<file path="src/logic/pdb_pkg.sv">
// Shared constants for the PWM dead-band stage: register map, fields and resets.
package pdb_pkg;
   // Register byte offsets on the bus
   localparam logic [7:0]  OFF_CONTROL   = 8'h68;
   localparam logic [7:0]  OFF_RISE      = 8'h6C;
   localparam logic [7:0]  OFF_FALL      = 8'h70;
   // Word-index part of the address that is decoded
   localparam int          IDX_HI        = 7;
   localparam int          IDX_LO        = 2;
   // Control field positions
   localparam int          CTRL_EN_BIT   = 0;
   // Delay fields occupy bits DELAY_W-1:0
   localparam int          DELAY_W       = 12;
   // Reset values
   localparam logic        CTRL_EN_RST   = 1'h0;
   localparam logic [11:0] RISE_RST      = 12'h000;
   localparam logic [11:0] FALL_RST      = 12'h000;
   // Bus data width
   localparam int          DATA_W        = 32;
endpackage : pdb_pkg
</file>
<file path="src/logic/pdb_delay_if.sv">
// Interface between the dead-band top and one edge-delay unit.
`timescale 1ns/1ps
`default_nettype none
interface pdb_delay_if #(
   parameter int DW = 12
);
   logic          srcLevel;    // Generator signal as seen by the unit
   logic [DW-1:0] delayCount;  // Ticks to postpone the qualifying edge
   logic          nextLevel;   // Next output level computed by the unit

   // Unit side
   modport unit (
      input  srcLevel,
      input  delayCount,
      output nextLevel
   );
   // Top side
   modport top (
      output srcLevel,
      output delayCount,
      input  nextLevel
   );
endinterface : pdb_delay_if
`default_nettype wire

</file>
<file path="src/logic/pdb_dead_band.sv">
// Top of the PWM dead-band stage with its classic Wishbone register slave.
//
// Summary of operation
// Disabled: A to first, B to second
// Control bit 0 enables, resets to zero
// Enabled: signal B ignored completely
// First output: A with rises delayed
// Second output: A with falls delayed
// Rise delay may swallow short high pulse
// Fall delay may swallow short low gap
// Delay values ignored while stage disabled
// Software keeps pulses longer than delays
// Early return cancels pending edge, restarts
`timescale 1ns/1ps
`default_nettype none
module pdb_dead_band #(
   parameter int ADDR_W = 8,
   parameter int DW     = pdb_pkg::DELAY_W
) (
   // Clock and reset
   input  wire logic                      clk,
   input  wire logic                      reset,
   // Wishbone slave
   input  wire logic                      wb_cyc_i,
   input  wire logic                      wb_stb_i,
   input  wire logic                      wb_we_i,
   input  wire logic [ADDR_W-1:0]         wb_adr_i,
   input  wire logic [3:0]                wb_sel_i,
   input  wire logic [pdb_pkg::DATA_W-1:0] wb_dat_i,
   output logic [pdb_pkg::DATA_W-1:0]      wb_dat_o,
   output logic                           wb_ack_o,
   // Generator signals
   input  wire logic                      genSignalA,
   input  wire logic                      genSignalB,
   // Output pins
   output logic                           firstOutput,
   output logic                           secondOutput
);
   // Refuse widths the decoder or byte lanes cannot serve
   generate
      if (ADDR_W < 8 || DW < 1 || DW > 16)
      begin : gBadParam
         $error("pdb_dead_band: ADDR_W must be >= 8 and DW within 1..16");
      end
   endgenerate

   // Register state
   logic                       enable_q;      // Dead-band enable
   logic                       enable_d;
   logic [DW-1:0]              rising_delay_count_q;   // Rising-edge delay in ticks
   logic [DW-1:0]              rising_delay_count_d;
   logic [DW-1:0]              falling_delay_count_q;   // Falling-edge delay in ticks
   logic [DW-1:0]              falling_delay_count_d;
   // Bus state
   logic                       ack_q;         // Acknowledge, one cycle per access
   logic                       ack_d;
   logic [pdb_pkg::DATA_W-1:0] rdata_q;       // Registered read data
   logic [pdb_pkg::DATA_W-1:0] rdata_d;
   // Output state
   logic                       first_q;       // First output pin level
   logic                       first_d;
   logic                       second_q;      // Second output pin level
   logic                       second_d;
   // Access decode
   logic                       access;        // New access taken this cycle
   logic                       hitCtrl;
   logic                       hitRise;
   logic                       hitFall;

   // Links to the two delay units
   pdb_delay_if #(.DW(DW)) riseLink ();
   pdb_delay_if #(.DW(DW)) fallLink ();

   // Compare the word index of an address against a register offset
   function automatic logic addrHit(input logic [ADDR_W-1:0] adr,
                                    input logic [7:0] off);
      addrHit = (adr[pdb_pkg::IDX_HI:pdb_pkg::IDX_LO]
                 == off[pdb_pkg::IDX_HI:pdb_pkg::IDX_LO]);
   endfunction

   // Merge write data into a delay field under the byte enables
   function automatic logic [DW-1:0] mergeDelay(input logic [DW-1:0] old,
                                                input logic [31:0] wdat,
                                                input logic [3:0]  sel);
      logic [15:0] tmp;
      tmp = 16'h0000;
      tmp[DW-1:0] = old;
      if (sel[0])
      begin
         tmp[7:0] = wdat[7:0];
      end
      if (sel[1])
      begin
         tmp[15:8] = wdat[15:8];
      end
      mergeDelay = tmp[DW-1:0];
   endfunction

   // Widen a delay field to a bus word, upper bits read as zero
   function automatic logic [31:0] widenDelay(input logic [DW-1:0] val);
      logic [31:0] tmp;
      tmp = 32'h0000_0000;
      tmp[DW-1:0] = val;
      widenDelay = tmp;
   endfunction

   // A request is taken only once; ack falls the cycle after it rose
   assign access  = wb_cyc_i && wb_stb_i && !ack_q;
   assign hitCtrl = addrHit(wb_adr_i, pdb_pkg::OFF_CONTROL);
   assign hitRise = addrHit(wb_adr_i, pdb_pkg::OFF_RISE);
   assign hitFall = addrHit(wb_adr_i, pdb_pkg::OFF_FALL);

   // Register file next state: writes land on the edge that raises ack
   always_comb
   begin
      enable_d    = enable_q;
      rising_delay_count_d = rising_delay_count_q;
      falling_delay_count_d = falling_delay_count_q;
      ack_d       = access;
      rdata_d     = rdata_q;
      if (access && wb_we_i)
      begin
         // Unmapped writes are acknowledged and dropped
         if (hitCtrl && wb_sel_i[0])
         begin
            enable_d = wb_dat_i[pdb_pkg::CTRL_EN_BIT];
         end
         if (hitRise)
         begin
            rising_delay_count_d = mergeDelay(rising_delay_count_q, wb_dat_i, wb_sel_i);
         end
         if (hitFall)
         begin
            falling_delay_count_d = mergeDelay(falling_delay_count_q, wb_dat_i, wb_sel_i);
         end
      end
      if (access && !wb_we_i)
      begin
         // Reserved bits and unmapped words read as zero
         rdata_d = 32'h0000_0000;
         if (hitCtrl)
         begin
            rdata_d[pdb_pkg::CTRL_EN_BIT] = enable_q;
         end
         else if (hitRise)
         begin
            rdata_d = widenDelay(rising_delay_count_q);
         end
         else if (hitFall)
         begin
            rdata_d = widenDelay(falling_delay_count_q);
         end
      end
   end

   // Register file and bus flops
   always_ff @(posedge clk or posedge reset)
   begin
      if (reset)
      begin
         enable_q    <= pdb_pkg::CTRL_EN_RST;
         rising_delay_count_q <= DW'(pdb_pkg::RISE_RST);
         falling_delay_count_q <= DW'(pdb_pkg::FALL_RST);
         ack_q       <= 1'b0;
         rdata_q     <= 32'h0000_0000;
      end
      else
      begin
         enable_q    <= enable_d;
         rising_delay_count_q <= rising_delay_count_d;
         falling_delay_count_q <= falling_delay_count_d;
         ack_q       <= ack_d;
         rdata_q     <= rdata_d;
      end
   end

   assign wb_ack_o = ack_q;
   assign wb_dat_o = rdata_q;

   // Both units watch signal A only; B never reaches them
   assign riseLink.srcLevel   = genSignalA;
   assign riseLink.delayCount = rising_delay_count_q;
   assign fallLink.srcLevel   = genSignalA;
   assign fallLink.delayCount = falling_delay_count_q;

   // Rising edges of A postponed for the first output
   pdb_edge_delay #(
      .DW      (DW),
      .DELAY_HI(1'b1)
   ) uRise (
      .clk  (clk),
      .reset(reset),
      .port (riseLink.unit)
   );

   // Falling edges of A postponed for the second output
   pdb_edge_delay #(
      .DW      (DW),
      .DELAY_HI(1'b0)
   ) uFall (
      .clk  (clk),
      .reset(reset),
      .port (fallLink.unit)
   );

   // Output selection. Units run even when disabled so that turning the
   // stage on mid-pulse shows an already settled delay state; their result
   // is simply not selected, which keeps the delays out of pass-through.
   always_comb
   begin
      if (enable_q)
      begin
         first_d  = riseLink.nextLevel;
         second_d = fallLink.nextLevel;
      end
      else
      begin
         first_d  = genSignalA;
         second_d = genSignalB;
      end
   end

   // Output pin flops, one cycle behind the selected level in both modes
   always_ff @(posedge clk or posedge reset)
   begin
      if (reset)
      begin
         first_q  <= 1'b0;
         second_q <= 1'b0;
      end
      else
      begin
         first_q  <= first_d;
         second_q <= second_d;
      end
   end

   assign firstOutput  = first_q;
   assign secondOutput = second_q;
endmodule // pdb_dead_band
`default_nettype wire

</file>
<file path="src/logic/pdb_edge_delay.sv">
// Edge-delay unit: postpones one kind of edge of a level by a tick count.
`timescale 1ns/1ps
`default_nettype none
module pdb_edge_delay #(
   parameter int DW       = 12,
   parameter bit DELAY_HI = 1'b1  // 1: delay rising edges, 0: delay falling edges
) (
   // Clock and reset
   input  wire logic clk,
   input  wire logic reset,
   // Link to the top
   pdb_delay_if.unit port
);
   logic          act;        // Source normalised so the delayed edge is a rise
   logic          actOut_q;   // Normalised output level
   logic          actOut_d;
   logic [DW-1:0] cnt_q;      // Ticks elapsed since the qualifying edge
   logic [DW-1:0] cnt_d;

   assign act = port.srcLevel ^ ~DELAY_HI;

   // Next state: undelayed edge follows at once, delayed edge waits for the count
   always_comb
   begin
      actOut_d = actOut_q;
      cnt_d    = cnt_q;
      if (!act)
      begin
         // Source back at rest: cancel any pending edge, restart next time
         actOut_d = 1'b0;
         cnt_d    = '0;
      end
      else if (!actOut_q)
      begin
         // Waiting; a pulse no longer than the delay is swallowed whole
         if (cnt_q >= port.delayCount)
         begin
            actOut_d = 1'b1;
         end
         else
         begin
            cnt_d = DW'(cnt_q + 1'b1);
         end
      end
   end

   // Register the unit state
   always_ff @(posedge clk or posedge reset)
   begin
      if (reset)
      begin
         actOut_q <= 1'b0;
         cnt_q    <= '0;
      end
      else
      begin
         actOut_q <= actOut_d;
         cnt_q    <= cnt_d;
      end
   end

   // Undo the normalisation for the top
   assign port.nextLevel = actOut_d ^ ~DELAY_HI;
endmodule // pdb_edge_delay
`default_nettype wire

</file>
<file path="config.mk">
export PLATFORM = sky130hd
export DESIGN_NAME = pdb_dead_band
export DESIGN_NICKNAME = d
export VERILOG_FILES = /design/src/logic/pdb_pkg.sv /design/src/logic/pdb_delay_if.sv /design/src/logic/pdb_dead_band.sv /design/src/logic/pdb_edge_delay.sv
export SDC_FILE = /design/constraint.sdc
export NUM_CORES = 1
export LEC_CHECK = 0
export BUFFER_PORTS_ARGS = -buffer_cell sky130_fd_sc_hd__clkbuf_2
export CORE_UTILIZATION = 45
export DETAILED_ROUTE_END_ITERATION = 8
export HOLD_SLACK_MARGIN = 0.15
export PLACE_DENSITY_LB_ADDON = 0.05
export SLEW_MARGIN = 25
export SYNTH_ARGS = -nofsm -noshare
export SYNTH_HDL_FRONTEND = slang
export SYNTH_HIERARCHICAL = 1
export SYNTH_SLANG_ARGS = --single-unit
</file>
<file path="constraint.sdc">
create_clock -name clk -period 4.7 [get_ports clk]
set_input_delay 0.94 -clock clk [delete_from_list [all_inputs] [get_ports clk]]
set_output_delay 0.94 -clock clk [all_outputs]
set_load 0.1 [all_outputs]
</file>
Word level (Yosys, flattened, before mapping)
Cells that the tools add are included.
Storage, ports and cells
  register bits: 86
  output and inout bits: 35
  bits of input ports: 51
Operators by class
  $add $sub $neg: 2
  eq/ne operators: 7
  reduce and logical (&&, ||, !) cells: 14
  bitwise logic cells: 1
  mux-type cells: 18
  $lt $le $gt $ge: 2
Operators with widths (count)
  two-way mux 12 bit: 7
  two-way mux 32 bit: 1
  two-way mux 31 bit: 1
  adder 12 x 1 -> 12 bit (second input constant): 2
  greater-or-equal comparator 12 bit: 2
  equality test 6 x 5 -> 1 bit (second input constant): 3
  AND reduction 3 bit: 4
  two-way mux 1 bit: 9
  != test 2 bit (second input constant): 4
  AND reduction 2 bit: 3
  logical AND 1 bit: 5
  zero test 1 bit: 2
  NOT 1 bit: 1

Longest topological paths before layout
Gate-level depths: netlist of run 1.
  depth after elaboration: 6
  depth in mapped cells: 9
  gate-level depth less buffers: 8

Cells and area by module
Netlist of run 1, hierarchy kept.
Modules (own cells, without submodules)
  pdb_dead_band: cells each 146, seq. area each 1001.0 µm², times used 1, area an instance 1806.7 µm²
  pdb_edge_delay at uFall: cells each 125, seq. area each 325.3 µm², times used 1, area an instance 1098.6 µm²
  pdb_edge_delay at uRise: cells each 114, seq. area each 325.3 µm², times used 1, area an instance 1012.2 µm²

Worst setup path after synthesis of run 1
No wires, ideal clock.
  path kind: flip-flop to flip-flop
  start: register ack_q, in the netlist wb_ack_o
  end: register falling_delay_count_q[0], in the netlist fallLink.delayCount[0]
  path buffers: 1
  setup slack: 2.529 ns
  data required time: 4.575 ns
  data arrival time: 2.047 ns
  cell stages (with the launch flop): 6
  path through: dfrtp_1 > and3b_1 > buf_2 > and3_1 > nand2_1 > mux2_2
On the way
  cells in the longest elaborated chain, start to end: 4
Ends and longest elaborated chain
  from (decl): line pdb_dead_band.sv:55  | logic ack_q;
  from (signal assigned): line pdb_dead_band.sv:172  | ack_q <= ack_d;
  zero test 1 bit: line pdb_dead_band.sv:108  | assign access = wb_cyc_i && wb_stb_i && !ack_q;
  logical AND 1 bit: line pdb_dead_band.sv:108
  via access: line pdb_dead_band.sv:65  | logic access;
  logical AND 1 bit: line pdb_dead_band.sv:121  | if (access && wb_we_i)
  AND reduction 3 bit (no line)
  to (signal assigned): line pdb_dead_band.sv:163  | falling_delay_count_q <= DW'(pdb_pkg::FALL_RST);
  to (signal assigned): line pdb_dead_band.sv:171  | falling_delay_count_q <= falling_delay_count_d;
  to (decl): line pdb_dead_band.sv:52  | logic [DW-1:0] falling_delay_count_q;
The timed path passes the listed nets, and every way through them passes these cells.
A chain may end at the register's enable or synchronous reset.

Worst setup path after layout of run 1
  start: register uFall.cnt_q[5]
  end: register second_q, in the netlist secondOutput
On the way
  cells in the longest elaborated chain, start to end: 6
Ends and longest elaborated chain
  from (decl): line pdb_edge_delay.sv:17  | logic [DW-1:0] cnt_q;
  from (signal assigned): line pdb_edge_delay.sv:58  | cnt_q <= cnt_d;
  greater-or-equal comparator 12 bit: line pdb_edge_delay.sv:36  | if (cnt_q >= port.delayCount)
  two-way mux 1 bit: line pdb_edge_delay.sv:36
  two-way mux 1 bit: line pdb_edge_delay.sv:33  | else if (!actOut_q)
  two-way mux 1 bit: line pdb_edge_delay.sv:27  | if (!act)
  NOT 1 bit (no line)
  via fallLink.nextLevel: line pdb_delay_if.sv:9  | logic nextLevel;
  two-way mux 1 bit: line pdb_dead_band.sv:211  | if (enable_q)
  via second_d: line pdb_dead_band.sv:63  | logic second_d;
  to (signal assigned): line pdb_dead_band.sv:234  | second_q <= second_d;
  to (decl): line pdb_dead_band.sv:62  | logic second_q;
The timed path passes the listed nets, and every way through them passes these cells.

==> metrics.txt, run 1 <==
fin util around 52%; DRC violations left 0; Critical Path AT just under 3 ns; Worst R2R Start uFall/cnt_q[5]; CTS root buf clkbuf_8; area delta synth->final 9.74%; Primary FF master, synth dfrtp_1; post-layout min period between 2 and 3 ns; DR top layer met4; pwr/cell area ~300 nW/um2; area leader, netlist dfrtp_1; WHS 0.478 ns; Seq/Total Area, Yosys around 42%; Async S/R FF share, synth 100%; synthesized area 3920 um2; maximum clock rate 371 MHz; max-cap viol count 0; min-delay src wb_dat_o[8]; Yosys top cell area share 42.2%; outcome finished clean; crit-path max FO 12; cell total after placement 519; clk slew on worst S/H paths 0.07 ns; GRT Util Overall 20.4%; Core Area 8340 um2; DR WL met2 4.00 mm; nets@finish 502; RSZ-0062 raised after global routing false; fin cells 534; Worst-Skew Late Latency 0.34 ns; fillcell total roughly 800; pre-CTS setup slack 1.77 ns; Hold Violations, Final 0; startpoint class of the critical path register; Post-Route Skew 0.0110 ns; Synth area leaders dfrtp_1 42%, mux2_2 10%, ha_1 8.3%, buf_4 4.0%, inv_1 3.0%; Synth Register Bits 66; htree depth 3; 1st-pass router iterations 7; worst min path class reg2reg; vias in the first global route between 2000 and 3000; final WL 8.29 mm; WL met1 3.95 mm; Max VDD drop about 0.18 mV; setup_tns 0 ns; GRT overflow 0; Final Cycle Share 57.4%; Yosys cell types 47; slew margin rel. approximately 43%; maximum clock path buffer count 2; Yosys warning total 6; Antenna Cells 0; commonest cells after routing, fill and taps aside 66 x dfrtp_1, 41 x clkbuf_2, 35 x mux2_2, 31 x inv_1, 30 x nand2_1; Vias/cell 5.35; Via Count 2857; die height 95.3 um; CTS tree built; Die ar. 9080 um2; syn_area_per_cell a little over 10 um2; Post-synth EDFFs 0; CTS Hold Bufs 0; critical path class reg2reg; share of cells above drive strength 1 23.5%; DIE WIDTH between 90 and 100 um; Sink Count 66; DP HPWL 6.12 mm; Initial Utilization 47.0%; crit end category register; first-pass GRT wire length roughly 14 mm; met3 wire length 211 um; Slew Limit Fails 0; GPL Wtd Cong roughly 0.76; worst setup margin around 2 ns; post-route ant nets 0; Synth Instances between 300 and 400; Avg WL per Cell about 16 um; worst-margin pin slew 0.842 ns; Port Buffers 41; largest net degree at the start of global routing 43; Leak slightly above 2 nW; commonest non-fill, non-tap cell in the layout dfrtp_1; total CTS buffers 9; initial antenna violation count 0; I/O pins 86; post_cts resized 0; Setup crit start uFall/cnt_q[5]; Required @ worst endpoint approximately 4.9 ns; # rows 33; Setup Buffers After CTS 0; drt first-iter violations roughly 130; endpoints failing setup 0
[registers in the layout, summed over array words and instances, names as in the netlist]
register / flops
secondOutput: 1
wb_ack_o: 1
uFall/cnt_q: 12
firstOutput: 1
uRise/actOut_q: 1
wb_dat_o: 12
uRise/cnt_q: 12
fallLink.delayCount: 12
enable_q: 1
riseLink.delayCount: 12
uFall/actOut_q: 1
[power breakdown]
group / internal [mW] / switching [mW]
logic: 0.0438 / 0.171
registers: 0.581 / 0.0111
clock network: 0.256 / 0.212
total: 0.880 / 0.395
[path summary, 6_finish.rpt]
kind | cells past startpoint | to | slack [ns]
setup / recovery | 7 | secondOutput | 2.00
hold / removal | 2 | wb_dat_o[8] | 0.48
setup reg to reg | 7 | secondOutput | 2.00
hold reg to reg | 2 | wb_dat_o[8] | 0.48
max in group asynchronous | 3 | secondOutput | 3.58
min in group asynchronous | 2 | uRise/cnt_q[6] | 0.66
[routing by layer]
layer	vias to the layer above	global-route usage [%]
li1	1409	-
met2	50	33.3
met3	10	3.19
met1	1388	26.9
met4	0	8.33
met5	-	0
[per-stage QoR]
step / area (um2) / power (mW)
2_1_floorplan: 3990 / 0.796
3_3_place_gp: 4110 / 0.818
3_5_place_dp: 4110 / 0.820
4_1_cts: 4300 / 1.29
5_1_grt: 4300 / 1.33
6_report: 4300 / 1.27
[cell families after synthesis]
family	synth area share, %
simple gates	16.9
compound gates	11.2
flops	42.2
buf+inv	8.56
mux	12.7
fa+ha+maj	8.30
other cells	0.0957
[synthesized netlist by cell type (3+ instances only)]
library cell,n
mux2_1,3
clkbuf_1,5
nand2b_1,11
mux2_2,35
nor2b_1,9
o21ai_0,13
a211oi_1,4
nor2_1,21
buf_2,4
a21oi_1,20
and3_1,4
buf_4,21
nor3_1,3
mux2i_1,7
dfrtp_1,66
o31ai_1,5
a22oi_1,11
nand3_1,10
nand4_1,10
or4_1,5
inv_1,31
ha_1,26
nand2_1,30
and4_1,4
[cell type report]
type	instances	area, um2	area share (%)
timing repair buffer	42	213	4.95
inverter	31	116	2.71
tap	105	131	3.06
multi-input combinational	275	2000	46.6
clock buffer	12	145	3.38
clock inverter	3	40.0	0.931
sequential	66	1650	38.4
[worst max-delay path, stage by stage, from the launching register on]
cell      delay [ns]
dfrtp_1         0.46
ha_1            0.33
nand2_1         0.06
or3_4           0.36
o221ai_2        0.50
a21oi_1         0.27
or2_2           0.34
mux2_2          0.27
(Power assumes the default switching activity.)
==> run 2, diff against run 1 <==
==> constraint.sdc (replaced) <==
create_clock -name clk -period 2.6 [get_ports clk]
set_input_delay 0.52 -clock clk [delete_from_list [all_inputs] [get_ports clk]]
set_output_delay 0.52 -clock clk [all_outputs]
set_load 0.1 [all_outputs]
==> run 2 against run 1 <==
  * Largest cell class unchanged
  * Flip-flop and latch count unchanged
  * Largest power group unchanged
  * Clock-buffer cell count fell by 2
  * Setup slack got worse by 1.7 ns
  * Core utilization increased by 1.1 points
  * Register-to-register slack worse by 1.7 ns
==> metrics.txt, run 2 (same netlist as run 1, synthesis figures left out) <==
Worst-Skew Late Latency 0.34 ns (about the same); htree depth 3 (unchanged); Seq. cell area 1650 um2 (unchanged); GRT Util Overall 20.8% (was 20.4%); GPL Wtd Cong 0.792 (was 0.759); RSZ-0062 raised after global routing false (unchanged); Worst R2R Start uFall/cnt_q[2] (was uFall/cnt_q[5]); die height 95.3 um (unchanged); fillcell total 781 (was 804); Required @ worst endpoint 2.83 ns (was 4.92 ns); Final Cycle Share 89.9% (was 57.4%); Initial Utilization 47.0% (unchanged); initial antenna violation count 0 (unchanged); P_int 1.70 mW (was 0.880 mW); endpoints failing setup 0 (unchanged); Setup Buffers After CTS 0 (unchanged); Reg2Reg Capture Point uFall/cnt_q[11] (was secondOutput); nets@finish 508 (was 502); 1st-pass router iterations 6 (was 7); Multi-input gate area 2000 um2 (unchanged); max-cap viol count 0 (unchanged); drt first-iter violations 82 (was 131); GRT overflow 0 (unchanged); Leak 2.09 nW (was 2.05 nW); CTS root buf clkbuf_8 (unchanged); NetSw 0.749 mW (was 0.395 mW); pwr/cell area 559 nW/um2 (was 297 nW/um2); setup_tns 0 ns (unchanged); Core Area 8340 um2 (unchanged); DP HPWL 6.29 mm (was 6.12 mm); Vias/cell 5.30 (was 5.35); Post-Route Skew 0.0136 ns (was 0.0110 ns); crit-path max FO 9 (was 12); CTS Hold Bufs 0 (unchanged); commonest non-fill, non-tap cell in the layout dfrtp_1 (unchanged); DR WL met2 3.96 mm (was 4.00 mm); DR top layer met4 (unchanged); Antenna Cells 0 (unchanged); crit end category register (unchanged); Register-to-Register Path Depth 7 (unchanged); first-pass GRT wire length 14.1 mm (was 13.7 mm); WHS 0.240 ns (was 0.478 ns); DRC violations left 0 (unchanged); Hold Violations, Final 0 (unchanged); post-route ant nets 0 (unchanged); maximum clock rate 428 MHz (was 371 MHz); slew margin rel. 50.8% (was 43.5%); Port Buffers 41 (unchanged); Max VDD drop 0.397 mV (was 0.175 mV); critical path class reg2reg (unchanged); Sink Count 66 (unchanged); # rows 33 (unchanged); WL met1 4.07 mm (was 3.95 mm); area delta synth->final 12.0% (was 9.74%); CP endpoint uFall/cnt_q[11] (was secondOutput); Setup crit start uFall/cnt_q[2] (was uFall/cnt_q[5]); Avg WL per Cell 15.6 um (was 15.5 um); reg-to-reg slack, setup 0.26 ns (was 2.00 ns); switching part of the total 30.5% (was 30.9%); vias in the first global route 2816 (was 2753); Die ar. 9080 um2 (unchanged); post_cts resized 0 (unchanged); worst min path class in2async (was reg2reg); post-layout min period 2.34 ns (was 2.70 ns); commonest cells after routing, fill and taps aside 66 x dfrtp_1, 41 x clkbuf_2, 35 x mux2_2, 31 x inv_1, 30 x nand2_1 (unchanged); Via Count 2865 (was 2857); met3 wire length 264 um (was 211 um); final WL 8.43 mm (was 8.29 mm); outcome finished clean (unchanged); DIE WIDTH 95.3 um (unchanged); startpoint class of the critical path register (unchanged); Slew Limit Fails 0 (unchanged); Tot Pwr 2.45 mW (was 1.27 mW); clock power share 40.1% (was 36.7%); CTS tree built (unchanged); share of cells above drive strength 1 25.2% (was 23.5%); largest net degree at the start of global routing 41 (was 43); clk slew on worst S/H paths 0.08 ns (was 0.07 ns); I/O pins 86 (unchanged); Critical Path AT 2.56 ns (was 2.91 ns); worst-margin pin slew 0.738 ns (was 0.842 ns); Reg power frac 43.6% (was 46.4%); maximum clock path buffer count 2 (unchanged); total CTS buffers 9 (unchanged); Logic pwr share 16.3% (was 16.9%)
run 2: metrics by stage:
stage	cells	setup slack (ns)	instance area, um2	util, %
floorplan	404	0.429	3990	-
global placement	525	0.272	4160	49.9
detailed placement	525	0.242	4160	49.9
CTS	541	0.227	4390	52.6
global route	541	0.100	4390	52.6
finish	541	0.263	4390	52.6
run 2: critical path, cell delays in order (launching register included):
cell and delay [ns]:
dfrtp_1 0.47, ha_1 0.32, a211o_1 0.29, a31oi_1 0.19, o221ai_2 0.17, buf_4 0.20
a211oi_1 0.25, mux2_1 0.35
run 2: power groups by stage:
| stage | sequential [mW] | clock (mW) | combinational, mW |
|---|---|---|---|
| final | 1.07 | 0.984 | 0.399 |
| after global routing | 1.07 | 1.06 | 0.434 |
| after CTS | 1.07 | 1.01 | 0.402 |
| after detailed placement | 1.09 | 0 | 0.400 |
| after global placement | 1.09 | 0 | 0.398 |
| after floorplan | 1.13 | 0 | 0.315 |
run 2: worst min-delay path by stage:
stage | startpoint | endpoint | slack, ns
floorplan | reset | uFall/actOut_q | 0.40
global placement | wb_dat_o[5] | wb_dat_o[5] | 0.47
detailed placement | wb_dat_o[11] | wb_dat_o[11] | 0.47
CTS | reset | uRise/actOut_q | 0.25
global route | reset | uRise/actOut_q | 0.27
finish | reset | uRise/actOut_q | 0.24
run 2: area by class of cell:
class | instances | share of cell area (%)
Clock buffer | 10 | 3.14
Clock inverter | 6 | 2.05
Inverter | 31 | 2.65
Multi-Input combinational cell | 275 | 45.6
Sequential cell | 66 | 37.6
Tap cell | 105 | 2.99
Timing Repair Buffer | 48 | 5.88
run 2: routing by layer:
layer / up-vias / GRT usage, %
met5: - / 0
met4: 0 / 7.70
met3: 12 / 3.19
met2: 57 / 33.6
met1: 1379 / 28.0
li1: 1417 / -
==> run 3, diff against run 2 <==
--- a/config.mk
+++ b/config.mk
@@ -6,7 +6,10 @@
 export NUM_CORES = 1
 export LEC_CHECK = 0
 export BUFFER_PORTS_ARGS = -buffer_cell sky130_fd_sc_hd__clkbuf_2
-export CORE_UTILIZATION = 45
+export CELL_PAD_IN_SITES_DETAIL_PLACEMENT = 0
+export CELL_PAD_IN_SITES_GLOBAL_PLACEMENT = 2
+export CORE_MARGIN = 5
+export CORE_UTILIZATION = 34
 export DETAILED_ROUTE_END_ITERATION = 8
 export HOLD_SLACK_MARGIN = 0.15
 export PLACE_DENSITY_LB_ADDON = 0.05
==> run 3 against run 2 <==
  * Largest cell class unchanged
  * Wire length is 13% higher
  * Power up 6.9%
  * Register-to-register slack improved by 0.02 ns
  * Combinational power grew 4%
  * Global-route usage shrank 6.3 points
  * Via count hardly changed
  * Die area up 52%
  * Non-clock buffer count up 4
  * Critical path depth stayed put
==> metrics.txt, run 3 (same netlist as run 1, synthesis figures left out) <==
CP cell instances ha_1 > a211o_1 > a31oi_1 > o221ai_2 > buf_4 > a211oi_1 > mux2_1 (unchanged); DRC violations left 0 (unchanged); clock power share 43.3% (was 40.1%); maximum clock rate 431 MHz (was 428 MHz); RSZ-0062 raised after global routing false (unchanged); pwr/cell area 581 nW/um2 (was 559 nW/um2); crit-path max FO 7 (was 9); htree depth 3 (unchanged); nets@finish 512 (was 508); largest net degree at the start of global routing 41 (unchanged); Worst-Skew Late Latency 0.33 ns (was 0.34 ns); Via Count 2864 (was 2865); Reg power frac 40.9% (was 43.6%); # rows 39 (was 33); endpoints failing setup 0 (unchanged); startpoint class of the critical path register (unchanged); Worst R2R Start uFall/cnt_q[2] (unchanged); Antenna Cells 0 (unchanged); setup_tns 0 ns (unchanged); Post-Route Skew 0.00888 ns (was 0.0136 ns); first-pass GRT wire length 16.0 mm (was 14.1 mm); switching part of the total 31.5% (was 30.5%); Reg2Reg Capture Point uFall/cnt_q[6] (was uFall/cnt_q[11]); Hold Violations, Final 0 (unchanged); commonest cells after routing, fill and taps aside 66 x dfrtp_1, 41 x clkbuf_2, 35 x mux2_2, 31 x inv_1, 30 x nand2_1 (unchanged); Slew Limit Fails 0 (unchanged); GRT Util Overall 14.5% (was 20.8%); final WL 9.53 mm (was 8.43 mm); Critical Path AT 2.53 ns (was 2.56 ns); share of cells above drive strength 1 25.9% (was 25.2%); maximum clock path buffer count 2 (unchanged); post-route ant nets 0 (unchanged); Required @ worst endpoint 2.81 ns (was 2.83 ns); GPL Wtd Cong 0.728 (was 0.792); I/O pins 86 (unchanged); max-cap viol count 0 (unchanged); placed cell area 4240 um2 (was 4160 um2); P_int 1.80 mW (was 1.70 mW); CTS tree built (unchanged); Register-to-Register Path Depth 7 (unchanged); Vias/cell 4.91 (was 5.30); Final Cycle Share 89.3% (was 89.9%); max incr delay on CP 0.46 ns (was 0.47 ns); outcome finished clean (unchanged); Die ar. 13800 um2 (was 9080 um2); Crit-path slowest cell dfrtp_1 (unchanged); Initial Utilization 34.5% (was 47.0%); Sink Count 66 (unchanged); Logic pwr share 15.8% (was 16.3%); worst-margin pin slew 0.584 ns (was 0.738 ns); worst min path class in2async (unchanged); die height 117 um (was 95.3 um); CP top delay family compound AO/OA/AOI/OAI gates (unchanged); Max VDD drop 0.402 mV (was 0.397 mV); fin area 4520 um2 (was 4390 um2); vias in the first global route 2985 (was 2816); CTS Hold Bufs 0 (unchanged); Avg WL per Cell 16.3 um (was 15.6 um); GRT overflow 0 (unchanged); 1st-pass router iterations 4 (was 6); commonest non-fill, non-tap cell in the layout dfrtp_1 (unchanged); critical path class reg2reg (unchanged); WP buf/inv 1 (unchanged); drt first-iter violations 137 (was 82); area delta synth->final 15.3% (was 12.0%); NetSw 0.826 mW (was 0.749 mW); Leak 2.13 nW (was 2.09 nW); DIE WIDTH 117 um (was 95.3 um); CTS root buf clkbuf_16 (was clkbuf_8); clk slew on worst S/H paths 0.06 ns (was 0.08 ns); reg-to-reg slack, setup 0.28 ns (was 0.26 ns); Setup Buffers After CTS 0 (unchanged); DP HPWL 7.21 mm (was 6.29 mm); crit end category register (unchanged); Port Buffers 41 (unchanged); slew margin rel. 61.0% (was 50.8%); total CTS buffers 9 (unchanged); initial antenna violation count 0 (unchanged); post-layout min period 2.32 ns (was 2.34 ns); post_cts resized 0 (unchanged); Core Area 11400 um2 (was 8340 um2)
-- run 3: through the flow --
step                      setup slack [ns]  util (%)  cells  power, mW  hold WS, ns
after floorplan                      0.429         -    404       1.44        0.397
after global placement               0.284      37.3    567       1.51        0.463
after detailed placement             0.255      37.3    567       1.51        0.469
after CTS                            0.241      39.7    583       2.67        0.282
after global routing                 0.157      39.7    583       2.75        0.317
final                                0.279      39.7    583       2.62        0.259
-- run 3: power groups by stage --
stage,registers [mW],clock network (mW),logic (mW)
floorplan,1.13,0,0.315
global placement,1.09,0,0.416
detailed placement,1.09,0,0.419
CTS,1.07,1.18,0.420
global route,1.08,1.22,0.450
finish,1.07,1.14,0.415
-- run 3: final cells by class --
type	count	area, um2
sequential	66	1650
inverter	31	116
multi-input combinational	275	2000
clock buffer	9	225
clock inverter	7	55.1
fill	1164	6850
timing repair buffer	52	288
tap	143	179
-- run 3: worst max-delay path by stage --
stage / startpoint / endpoint / slack, ns / cells after the start
after floorplan: wb_ack_o / fallLink.delayCount[0] / 0.43 / 5
after global placement: uFall/cnt_q[2] / uFall/cnt_q[6] / 0.28 / 7
after detailed placement: uFall/cnt_q[2] / uFall/cnt_q[6] / 0.25 / 7
after CTS: uFall/cnt_q[2] / uFall/cnt_q[6] / 0.24 / 7
after global routing: uFall/cnt_q[2] / uFall/cnt_q[8] / 0.16 / 7
final: uFall/cnt_q[2] / uFall/cnt_q[6] / 0.28 / 7
-- run 3: layer usage --
metal | track usage (%) | wire length (um) | share of wire (%) | vias up
li1 | - | - | - | 1430
met1 | 19.2 | 4540 | 48 | 1381
met2 | 24.0 | 4640 | 49 | 44
met3 | 3.18 | 256 | 2.7 | 9
met4 | 3.70 | 92 | 0.97 | 0
met5 | 0 | 0 | 0 | -
